`config.mk`:
```
export PLATFORM = sky130hd
export DESIGN_NAME = system_id_wakeup_lowvolt_regs
export DESIGN_NICKNAME = d
export VERILOG_FILES = /design/src/edge_sync.v /design/src/wakeup_timer.v /design/src/system_id_wakeup_lowvolt_regs.v
export VERILOG_INCLUDE_DIRS = /design/src /design/src/src
export SDC_FILE = /design/constraint.sdc
export NUM_CORES = 1
export LEC_CHECK = 0
export BUFFER_PORTS_ARGS = -buffer_cell sky130_fd_sc_hd__buf_4
export CAP_MARGIN = 15
export CORE_UTILIZATION = 52
export DETAILED_ROUTE_END_ITERATION = 10
export GPL_TIMING_DRIVEN = 0
export HOLD_SLACK_MARGIN = 0.06
export MAX_ROUTING_LAYER = met4
export PLACE_DENSITY_LB_ADDON = 0.2
export SYNTH_ARGS = -nofsm -noshare
export SYNTH_HDL_FRONTEND = slang
export SYNTH_SLANG_ARGS = --single-unit
```
`constraint.sdc`:
```
create_clock -name aclk -period 2.4 [get_ports aclk]
set_input_delay 0.24 -clock aclk [delete_from_list [all_inputs] [get_ports aclk]]
set_output_delay 0.24 -clock aclk [all_outputs]
set_load 0.01 [all_outputs]
```
`src/sysctl_defines.vh`:
```
// register map, field positions, reset values and timing constants
`ifndef SYSCTL_DEFINES_VH
`define SYSCTL_DEFINES_VH

// register byte offsets
`define OFS_PART_REVISION_HIGH   8'h00
`define OFS_PART_NUMBER_LOW      8'h04
`define OFS_WAKEUP_CTRL          8'h08
`define OFS_LOW_VOLTAGE_CTRL     8'h0C
`define OFS_IRQ_STATUS           8'h10
`define OFS_IRQ_MASK             8'h14
`define OFS_STOP_CTRL            8'h18

// identity fields (values arbitrary)
`define PART_NUMBER              12'h5_A3
`define MASK_REVISION            4'h1

// wakeup register fields
`define WK_FLAG_BIT              7
`define WK_ACK_BIT               6
`define WK_SRC_BIT               5
`define WK_IE_BIT                4
`define WK_PERIOD_HI             2
`define WK_PERIOD_OFF            3'h0

// low voltage register fields
`define LV_FLAG_BIT              7
`define LV_ACK_BIT               6
`define LV_IE_BIT                5
`define LV_RE_BIT                4
`define LV_SE_BIT                3
`define LV_DE_BIT                2
`define LV_BUF_BIT               0

// irq status / mask bits
`define IRQ_WAKEUP_BIT           0
`define IRQ_LOWV_BIT             1

// stop control bit
`define STOP_MODE_BIT            0

// timing
`define TICK_PERIOD_US           1000
`define TRIM_DIV                 32
`define TRIM_DIV_W               5
`define WK_COUNT_W               10

// last counter value of each period code (ticks minus one)
`define WK_LAST_OFF              10'h000
`define WK_LAST_CODE1            10'h007
`define WK_LAST_CODE2            10'h01F
`define WK_LAST_CODE3            10'h03F
`define WK_LAST_CODE4            10'h07F
`define WK_LAST_CODE5            10'h0FF
`define WK_LAST_CODE6            10'h1FF
`define WK_LAST_CODE7            10'h3FF

// axi responses
`define RESP_OKAY                2'h0
`define RESP_SLVERR              2'h2

`endif

```
`src/edge_sync.v`:
```
// two flop synchroniser with rising edge pulse
`timescale 1ns/1ps
module edge_sync (
  input  wire aclk,
  input  wire aresetn,
  input  wire din,
  output reg  level,
  output reg  rise
);
  reg meta_r;
  reg prev_r;

  always @(posedge aclk) begin
    if (!aresetn) begin
      meta_r <= 1'b0;
      level  <= 1'b0;
      prev_r <= 1'b0;
      rise   <= 1'b0;
    end else begin
      meta_r <= din;
      level  <= meta_r;
      prev_r <= level;
      rise   <= level & ~prev_r;
    end
  end
endmodule

```
`src/wakeup_timer.v`:
```
// periodic wakeup tick selection and timeout counter
`timescale 1ns/1ps
`include "sysctl_defines.vh"
module wakeup_timer (
  input  wire       aclk,
  input  wire       aresetn,
  input  wire       lpo_tick,
  input  wire       trim_tick,
  input  wire       src_sel,
  input  wire [2:0] period_sel,
  output reg        timeout
);
  reg [`TRIM_DIV_W-1:0] div_r;
  reg [`WK_COUNT_W-1:0] cnt_r;
  reg [`WK_COUNT_W-1:0] last;
  wire                  trim_div_tick;
  wire                  tick;

  // trimmed source divided by 32 into a 1 ms tick
  assign trim_div_tick = trim_tick && (div_r == `TRIM_DIV - 1); // [RULE5]
  assign tick = src_sel ? trim_div_tick : lpo_tick; // [RULE5]

  // last count of each period in 1 ms ticks; 1024 ticks still fit the counter
  always @* begin
    case (period_sel) // [RULE7] [RULE8]
      3'h1:    last = `WK_LAST_CODE1;
      3'h2:    last = `WK_LAST_CODE2;
      3'h3:    last = `WK_LAST_CODE3;
      3'h4:    last = `WK_LAST_CODE4;
      3'h5:    last = `WK_LAST_CODE5;
      3'h6:    last = `WK_LAST_CODE6;
      3'h7:    last = `WK_LAST_CODE7;
      default: last = `WK_LAST_OFF;
    endcase
  end

  always @(posedge aclk) begin
    if (!aresetn) begin
      div_r   <= {`TRIM_DIV_W{1'b0}};
      cnt_r   <= {`WK_COUNT_W{1'b0}};
      timeout <= 1'b0;
    end else begin
      timeout <= 1'b0;
      if (trim_tick)
        div_r <= div_r + 1'b1;
      if (period_sel == `WK_PERIOD_OFF) begin
        cnt_r <= {`WK_COUNT_W{1'b0}}; // [RULE18]
      end else if (tick) begin
        if (cnt_r >= last) begin
          cnt_r   <= {`WK_COUNT_W{1'b0}}; // [RULE18]
          timeout <= 1'b1;
        end else begin
          cnt_r <= cnt_r + 1'b1;
        end
      end
    end
  end
endmodule

```
`src/system_id_wakeup_lowvolt_regs.v`:
```
// system id, wakeup timer and low voltage register group on axi4-lite
// Overview of operation
// [RULE1] fixed 12-bit part number, upper nibble low
// [RULE2] high nibble is read-only mask revision
// [RULE3] wakeup bit 7 reads timeout flag
// [RULE4] write one bit 6 clears timeout flag
// [RULE5] bit 5 picks 1 kHz or trim/32
// [RULE6] bit 4 enables wakeup interrupt
// [RULE7] period codes 000 off, 8ms to 1.024s
// [RULE8] periods counted in 1 ms ticks
// [RULE9] oscillator off in stop only 000 and src 1
// [RULE10] low voltage flag set only when enabled
// [RULE11] write one bit 6 clears low voltage flag
// [RULE12] bit 5 requests interrupt while flag set
// [RULE13] write-once reset enable forces chip reset
// [RULE14] bit 3 keeps detection alive in stop
// [RULE15] write-once bit 2 enables detect logic
// [RULE16] write-once bits take first write only
// [RULE17] bit 0 powers reference buffer
// [RULE18] counter restarts on match, cleared when off
// [RULE19] wakeup irq while flag and enable set
`timescale 1ns/1ps
`include "sysctl_defines.vh"
module system_id_wakeup_lowvolt_regs (
  input  wire        aclk,
  input  wire        aresetn,
  input  wire [7:0]  s_axi_awaddr,
  input  wire        s_axi_awvalid,
  output reg         s_axi_awready,
  input  wire [31:0] s_axi_wdata,
  input  wire [3:0]  s_axi_wstrb,
  input  wire        s_axi_wvalid,
  output reg         s_axi_wready,
  output reg  [1:0]  s_axi_bresp,
  output reg         s_axi_bvalid,
  input  wire        s_axi_bready,
  input  wire [7:0]  s_axi_araddr,
  input  wire        s_axi_arvalid,
  output reg         s_axi_arready,
  output reg  [31:0] s_axi_rdata,
  output reg  [1:0]  s_axi_rresp,
  output reg         s_axi_rvalid,
  input  wire        s_axi_rready,
  input  wire        lpo_tick_in,
  input  wire        trim_clock_tick_in,
  input  wire        low_voltage_event_in,
  output reg         wakeup_irq,
  output reg         low_voltage_irq,
  output reg         irq,
  output reg         chip_reset_req,
  output reg         lpo_power_down,
  output reg         low_voltage_detector_on,
  output reg         vref_buffer_enable
);
  // ==========================================================
  // register state
  // ==========================================================
  reg        wakeup_timeout_flag_r;
  reg        wakeup_tick_source_sel_r;
  reg        wakeup_irq_enable_r;
  reg [2:0]  wakeup_period_sel_r;
  reg        low_voltage_flag_r;
  reg        low_voltage_irq_enable_r;
  reg        low_voltage_reset_enable_r;
  reg        low_voltage_stop_enable_r;
  reg        low_voltage_detect_enable_r;
  reg        vref_buffer_enable_r;
  reg        once_written_r;
  reg [1:0]  irq_status_r;
  reg [1:0]  irq_mask_r;
  reg        stop_mode_r;
  reg        aw_held_r;
  reg        w_held_r;
  reg [7:0]  awaddr_r;
  reg [31:0] wdata_r;
  reg        wlane0_r;

  wire       lpo_tick;
  wire       trim_tick;
  wire       lv_level;
  wire       lv_rise;
  wire       wakeup_timeout;
  wire       wr_fire;
  wire       lv_active;
  wire       lv_set;
  reg  [7:0] wk_reg;
  reg  [7:0] lv_reg;
  reg  [31:0] rd_mux;
  reg         rd_ok;
  reg         wr_wk;
  reg         wr_lv;
  reg         wr_ist;
  reg         wr_imk;
  reg         wr_stp;
  reg         wr_hit;

  // identity word, fixed at build time
  localparam [11:0] part_number_word = `PART_NUMBER;

  // ==========================================================
  // input synchronisers and timer
  // ==========================================================
  edge_sync u_lpo_sync (
    .aclk    (aclk),
    .aresetn (aresetn),
    .din     (lpo_tick_in),
    .level   (),
    .rise    (lpo_tick)
  );

  edge_sync u_trim_sync (
    .aclk    (aclk),
    .aresetn (aresetn),
    .din     (trim_clock_tick_in),
    .level   (),
    .rise    (trim_tick)
  );

  edge_sync u_lv_sync (
    .aclk    (aclk),
    .aresetn (aresetn),
    .din     (low_voltage_event_in),
    .level   (lv_level),
    .rise    (lv_rise)
  );

  wakeup_timer u_timer (
    .aclk       (aclk),
    .aresetn    (aresetn),
    .lpo_tick   (lpo_tick),
    .trim_tick  (trim_tick),
    .src_sel    (wakeup_tick_source_sel_r),
    .period_sel (wakeup_period_sel_r),
    .timeout    (wakeup_timeout)
  );

  // ==========================================================
  // axi write channel
  // ==========================================================
  assign wr_fire = aw_held_r && w_held_r && !s_axi_bvalid;

  always @(posedge aclk) begin
    if (!aresetn) begin
      aw_held_r     <= 1'b0;
      w_held_r      <= 1'b0;
      awaddr_r      <= 8'h00;
      wdata_r       <= 32'h0000_0000;
      wlane0_r      <= 1'b0;
      s_axi_awready <= 1'b0;
      s_axi_wready  <= 1'b0;
      s_axi_bvalid  <= 1'b0;
      s_axi_bresp   <= `RESP_OKAY;
    end else begin
      s_axi_awready <= !aw_held_r && !s_axi_awready && !s_axi_bvalid;
      s_axi_wready  <= !w_held_r && !s_axi_wready && !s_axi_bvalid;
      if (s_axi_awvalid && s_axi_awready) begin
        aw_held_r     <= 1'b1;
        awaddr_r      <= s_axi_awaddr;
        s_axi_awready <= 1'b0;
      end
      if (s_axi_wvalid && s_axi_wready) begin
        w_held_r     <= 1'b1;
        wdata_r      <= s_axi_wdata;
        wlane0_r     <= s_axi_wstrb[0];
        s_axi_wready <= 1'b0;
      end
      if (wr_fire) begin
        aw_held_r    <= 1'b0;
        w_held_r     <= 1'b0;
        s_axi_bvalid <= 1'b1;
        if (wr_hit)
          s_axi_bresp <= `RESP_OKAY;
        else
          s_axi_bresp <= `RESP_SLVERR;
      end else if (s_axi_bvalid && s_axi_bready) begin
        s_axi_bvalid <= 1'b0;
      end
    end
  end

  // ==========================================================
  // register updates
  // ==========================================================
  wire wr_lane = wr_fire && wlane0_r;

  // write decode on the held address; id words accept and ignore writes
  always @* begin
    wr_wk  = 1'b0;
    wr_lv  = 1'b0;
    wr_ist = 1'b0;
    wr_imk = 1'b0;
    wr_stp = 1'b0;
    wr_hit = 1'b1;
    if (awaddr_r == `OFS_PART_REVISION_HIGH)
      wr_hit = 1'b1; // [RULE2]
    else if (awaddr_r == `OFS_PART_NUMBER_LOW)
      wr_hit = 1'b1;
    else if (awaddr_r == `OFS_WAKEUP_CTRL)
      wr_wk = wr_lane;
    else if (awaddr_r == `OFS_LOW_VOLTAGE_CTRL)
      wr_lv = wr_lane;
    else if (awaddr_r == `OFS_IRQ_STATUS)
      wr_ist = wr_lane;
    else if (awaddr_r == `OFS_IRQ_MASK)
      wr_imk = wr_lane;
    else if (awaddr_r == `OFS_STOP_CTRL)
      wr_stp = wr_lane;
    else
      wr_hit = 1'b0;
  end

  // detection is gated off in stop unless stop enable is set
  assign lv_active = low_voltage_detect_enable_r &&
                     (!stop_mode_r || low_voltage_stop_enable_r); // [RULE14] [RULE15]
  assign lv_set    = lv_active && lv_level; // [RULE10]

  always @(posedge aclk) begin
    if (!aresetn) begin
      wakeup_timeout_flag_r       <= 1'b0;
      wakeup_tick_source_sel_r    <= 1'b0;
      wakeup_irq_enable_r         <= 1'b0;
      wakeup_period_sel_r         <= `WK_PERIOD_OFF;
      low_voltage_flag_r          <= 1'b0;
      low_voltage_irq_enable_r    <= 1'b0;
      low_voltage_reset_enable_r  <= 1'b0;
      low_voltage_stop_enable_r   <= 1'b0;
      low_voltage_detect_enable_r <= 1'b0;
      vref_buffer_enable_r        <= 1'b0;
      once_written_r              <= 1'b0;
      irq_status_r                <= 2'b00;
      irq_mask_r                  <= 2'b00;
      stop_mode_r                 <= 1'b0;
    end else begin
      if (wr_wk) begin
        wakeup_tick_source_sel_r <= wdata_r[`WK_SRC_BIT]; // [RULE5]
        wakeup_irq_enable_r      <= wdata_r[`WK_IE_BIT]; // [RULE6]
        wakeup_period_sel_r      <= wdata_r[`WK_PERIOD_HI:0]; // [RULE7]
      end
      // set wins over acknowledge
      if (wakeup_timeout)
        wakeup_timeout_flag_r <= 1'b1; // [RULE3] [RULE18]
      else if (wr_wk && wdata_r[`WK_ACK_BIT])
        wakeup_timeout_flag_r <= 1'b0; // [RULE4]

      if (wr_lv) begin
        low_voltage_irq_enable_r  <= wdata_r[`LV_IE_BIT]; // [RULE12]
        low_voltage_stop_enable_r <= wdata_r[`LV_SE_BIT]; // [RULE14]
        vref_buffer_enable_r      <= wdata_r[`LV_BUF_BIT]; // [RULE17]
        if (!once_written_r) begin
          once_written_r              <= 1'b1; // [RULE16]
          low_voltage_reset_enable_r  <= wdata_r[`LV_RE_BIT]; // [RULE13]
          low_voltage_detect_enable_r <= wdata_r[`LV_DE_BIT]; // [RULE15]
        end
      end
      if (lv_set)
        low_voltage_flag_r <= 1'b1; // [RULE10]
      else if (wr_lv && wdata_r[`LV_ACK_BIT])
        low_voltage_flag_r <= 1'b0; // [RULE11]

      // sticky status: event beats write-one-to-clear
      irq_status_r[`IRQ_WAKEUP_BIT] <= wakeup_timeout ||
        (irq_status_r[`IRQ_WAKEUP_BIT] && !(wr_ist && wdata_r[`IRQ_WAKEUP_BIT]));
      irq_status_r[`IRQ_LOWV_BIT] <= (lv_set && lv_rise) ||
        (irq_status_r[`IRQ_LOWV_BIT] && !(wr_ist && wdata_r[`IRQ_LOWV_BIT]));
      if (wr_imk)
        irq_mask_r <= wdata_r[1:0];
      if (wr_stp)
        stop_mode_r <= wdata_r[`STOP_MODE_BIT];
    end
  end

  // ==========================================================
  // outputs
  // ==========================================================
  always @(posedge aclk) begin
    if (!aresetn) begin
      wakeup_irq              <= 1'b0;
      low_voltage_irq         <= 1'b0;
      irq                     <= 1'b0;
      chip_reset_req          <= 1'b0;
      lpo_power_down          <= 1'b0;
      low_voltage_detector_on <= 1'b0;
      vref_buffer_enable      <= 1'b0;
    end else begin
      wakeup_irq      <= wakeup_timeout_flag_r && wakeup_irq_enable_r; // [RULE6] [RULE19]
      low_voltage_irq <= low_voltage_flag_r && low_voltage_irq_enable_r &&
                         low_voltage_detect_enable_r; // [RULE12]
      irq             <= |(irq_status_r & irq_mask_r);
      chip_reset_req  <= low_voltage_flag_r && low_voltage_reset_enable_r &&
                         low_voltage_detect_enable_r; // [RULE13]
      lpo_power_down  <= stop_mode_r && (wakeup_period_sel_r == `WK_PERIOD_OFF) &&
                         wakeup_tick_source_sel_r; // [RULE9]
      low_voltage_detector_on <= lv_active; // [RULE14]
      vref_buffer_enable      <= vref_buffer_enable_r; // [RULE17]
    end
  end

  // ==========================================================
  // axi read channel
  // ==========================================================
  always @* begin
    wk_reg = {wakeup_timeout_flag_r, 1'b0, wakeup_tick_source_sel_r,
              wakeup_irq_enable_r, 1'b0, wakeup_period_sel_r}; // [RULE3] [RULE4]
    lv_reg = {low_voltage_flag_r, 1'b0, low_voltage_irq_enable_r,
              low_voltage_reset_enable_r, low_voltage_stop_enable_r,
              low_voltage_detect_enable_r, 1'b0, vref_buffer_enable_r}; // [RULE11]
    rd_mux = 32'h0000_0000;
    rd_ok  = 1'b1;
    if (s_axi_araddr == `OFS_PART_REVISION_HIGH)
      rd_mux = {24'h00_0000, `MASK_REVISION, part_number_word[11:8]}; // [RULE1] [RULE2]
    else if (s_axi_araddr == `OFS_PART_NUMBER_LOW)
      rd_mux = {24'h00_0000, part_number_word[7:0]}; // [RULE1]
    else if (s_axi_araddr == `OFS_WAKEUP_CTRL)
      rd_mux = {24'h00_0000, wk_reg};
    else if (s_axi_araddr == `OFS_LOW_VOLTAGE_CTRL)
      rd_mux = {24'h00_0000, lv_reg};
    else if (s_axi_araddr == `OFS_IRQ_STATUS)
      rd_mux = {30'h0000_0000, irq_status_r};
    else if (s_axi_araddr == `OFS_IRQ_MASK)
      rd_mux = {30'h0000_0000, irq_mask_r};
    else if (s_axi_araddr == `OFS_STOP_CTRL)
      rd_mux = {31'h0000_0000, stop_mode_r};
    else
      rd_ok = 1'b0;
  end

  always @(posedge aclk) begin
    if (!aresetn) begin
      s_axi_arready <= 1'b0;
      s_axi_rvalid  <= 1'b0;
      s_axi_rdata   <= 32'h0000_0000;
      s_axi_rresp   <= `RESP_OKAY;
    end else begin
      s_axi_arready <= !s_axi_arready && !s_axi_rvalid;
      if (s_axi_arvalid && s_axi_arready) begin
        s_axi_arready <= 1'b0;
        s_axi_rvalid  <= 1'b1;
        s_axi_rdata   <= rd_mux;
        s_axi_rresp   <= rd_ok ? `RESP_OKAY : `RESP_SLVERR;
      end else if (s_axi_rvalid && s_axi_rready) begin
        s_axi_rvalid <= 1'b0;
      end
    end
  end
endmodule

```
==> results.py <==
metrics = {
    "setup_path": {
        "cp_slowest_stage_delay_ns": 0.55,
        "cp_data_arrival_time_ns": 2.54,
        "path_buf_inv": 0,
        "crit_chain": "ha_1, and3_1, ha_1, and3_1, nor2_1, or4_1, a211oi_1",
        "reg2reg_to": "u_timer.cnt_r[9]",
        "path_delay_family": "simple AND/OR/NAND/NOR gates",
        "crit_type": "flip-flop to flip-flop",
        "start_kind": "flip-flop",
        "cp_slowest_cell": "or4_1",
        "r2r_cells": 7,
        "r2r_slack_ns": 0.12,
        "critPathCaptureType": "flip-flop",
        "timing.rr.start": "u_timer.div_r[0]",
        "required_ns": 2.66,
        "worst-path-max-fanout": 7,
    },
    "synth": {
        "synth_ff_type": "dfxtp_1",
        "synth_top_area_frac": 0.4463,
        "synth_cell_types": 56,
        "synth_top_area_cell": "dfxtp_1",
        "yosysSeqAreaShare": 0.4463,
        "syn_inst": 424,
        "yosys_warnings": 0,
        "synth-edff-count": 0,
        "async_flop_share": 0,
        "synth.avg_cell_area_um2": 8.992,
        "ys_top_cells_by_area": "dfxtp_1 45%, buf_4 5.5%, a21oi_1 5.0%",
        "syn_area_um2": 3812,
        "ys_ff_latch": 85,
    },
    "flow_run": {
        "drv_cap": 0,
    },
    "floorplanning": {
        "core_um2": 6944,
        "rows": 30,
        "die_h_um": 87.63,
        "die_area_um2": 7678,
        "ioPinCount": 110,
        "die_x_um": 87.63,
        "start_util": 0.5490,
    },
    "routing": {
        "first_iter_violations": 225,
        "wirelength_um": 8176,
        "viasPerCell": 5.250,
        "num_vias": 3218,
        "ant_nets": 0,
        "detail_route.wl_per_cell_um": 13.34,
        "dr.pass1.iters": 4,
        "drc": 0,
    },
    "pwr": {
        "power_density_nw_per_um2": 579.3,
        "leakagePower_nw": 1.843,
        "power.total_mw": 2.678,
        "ir_worst_vdd_mv": 0.3958,
    },
    "cts": {
        "cts_tree": "done",
        "postCtsHoldBufs": 0,
        "clock-sinks": 85,
        "clock_latency_ns": 0.34,
        "clockBufferDepth": 2,
        "numCtsBuffers": 9,
        "root_buffer": "clkbuf_8",
        "clkSlewWorstSetupHoldPaths_ns": 0.08,
        "cts_max_level": 3,
    },
    "global_route": {
        "overflow": 0,
        "grt_max_degree": 14,
        "grt_pass1_vias": 2710,
        "antenna_found_initial": 0,
        "grt_first_pass_wirelength_um": 13120,
        "grt_usage": 0.2325,
    },
    "sta": {
        "fmax_mhz": 438.6,
        "setup_viol": 0,
        "maxSlewHeadroom": 0.5809,
        "hold_viol": 0,
        "finalCritPeriodShare": 0.9499,
        "finClkSkew_ns": 0.003746,
        "worst_pin_slew_ns": 0.6229,
        "period_needed_ns": 2.280,
        "rsz0062_at_grt": "no",
        "fin_hold_ws_ns": 0.1020,
        "slew_viol_final": 0,
        "fin_ws_ns": 0.1202,
    },
    "place": {
        "gp_routability_congestion": 0.8713,
        "dp_slack_ns": -0.01106,
        "hpwl_um": 6106,
        "portBuffers": 51,
        "dp.cells": 597,
        "place_area_um2": 4413,
    },
    "layout": {
        "syn_to_final_growth_pct": 21.23,
        "ff_latch_area_um2": 1702,
        "multi_input_area_um2": 1878,
        "fin_cells": 613,
        "fin_nets": 586,
        "n_antenna_cell": 0,
        "drive_gt1_frac": 0.2012,
        "layout_common_cells": "85 x dfxtp_1, 79 x buf_4, 40 x nand2_1, 38 x a21oi_1, 28 x nand3_1",
        "layout_commonest_cell": "dfxtp_1",
        "final_area_um2": 4622,
        "nFillCells": 595,
    },
    "hold_path": {
        "worstHoldEndpoint": "u_lv_sync.meta_r",
        "hp-class": "input pin to flip-flop",
        "holdPathStages": 2,
        "hold_start": "low_voltage_event_in",
    },
    "outcome": {
        "status": "complete, no violations",
    },
}
layout make-up:
type                    instances  share of cell area
clock buffers                  12             0.02924
well taps                      96             0.02599
flip-flops and latches         85              0.3682
inverters                       9            0.007309
clock inverters                 4             0.01056
plain buffers                  48             0.06524
repair buffers                 52             0.08717
multi-input cells             307              0.4063
per-stage QoR:
| step | util | setup TNS (ns) |
|---|---|---|
| floorplan | - | 0 |
| global placement | 0.6355 | 0 |
| detailed placement | 0.6355 | -0.02090 |
| CTS | 0.6632 | 0 |
| global route | 0.6656 | 0 |
| finish | 0.6656 | 0 |
cell usage after synthesis, types with 4 or more instances:
| cell type | number |
|---|---|
| a31oi_1 | 4 |
| a211oi_1 | 4 |
| and2_1 | 12 |
| nand4_1 | 4 |
| ha_1 | 12 |
| o2111ai_1 | 6 |
| nand2b_1 | 7 |
| nand3_1 | 28 |
| nor2_1 | 21 |
| nor2b_1 | 6 |
| mux2i_1 | 12 |
| xor2_1 | 7 |
| nand3b_1 | 4 |
| o21ai_0 | 14 |
| dfxtp_1 | 85 |
| a21oi_1 | 38 |
| buf_4 | 28 |
| inv_1 | 8 |
| nor3_1 | 14 |
| clkbuf_1 | 16 |
| xnor2_1 | 4 |
| nand2_1 | 40 |
layer usage:
metal | GRT usage | up-vias | wire length (µm)
met5 | - | - | 0
met4 | 0.06557 | 0 | 85
met3 | 0.05372 | 7 | 547
met2 | 0.3473 | 104 | 3808
met1 | 0.3150 | 1480 | 3735
li1 | - | 1627 | -
repair_timing:
item	CTS	global route
pin swaps	0	1
endpoints found under the setup margin	10	10
gates resized for setup	1	0
buffers inserted	0	1
worst max-delay path by stage:
stage                           startpoint                to  slack [ns]  depth (start not counted)
CTS                       u_timer.div_r[0]  u_timer.cnt_r[9]        0.02                          8
global route        wakeup_period_sel_r[2]  u_timer.cnt_r[9]       0.002                          9
floorplan                 u_timer.div_r[0]  u_timer.cnt_r[9]        0.35                          8
global placement    wakeup_period_sel_r[2]   u_timer.timeout        0.05                          8
detailed placement  wakeup_period_sel_r[2]  u_timer.cnt_r[1]       -0.01                          8
finish                    u_timer.div_r[0]  u_timer.cnt_r[9]        0.12                          7
kinds of logic after synthesis:
| family | share of synthesized area |
|---|---|
| flops | 0.4463 |
| compound gates | 0.1444 |
| fa+ha+maj | 0.03938 |
| xor+xnor | 0.02527 |
| other cells | 0.0009836 |
| simple gates | 0.2232 |
| mux | 0.03151 |
| buf+inv | 0.08894 |
power by group:
group | switching, mW | internal [mW] | total (mW)
Clock | 0.480 | 0.481 | 0.962
Combinational | 0.133 | 0.119 | 0.252
Sequential | 0.0231 | 1.44 | 1.46
sequential cells by signal, summed over array words and instances (netlist names), 2 cells and up:
name,cells
u_timer.div_r,5
s_axi_rdata,7
irq_status_r,2
awaddr_r,8
wdata_r,7
irq_mask_r,2
u_timer.cnt_r,10
wakeup_period_sel_r,3
Power figures use the tool's default switching activity.
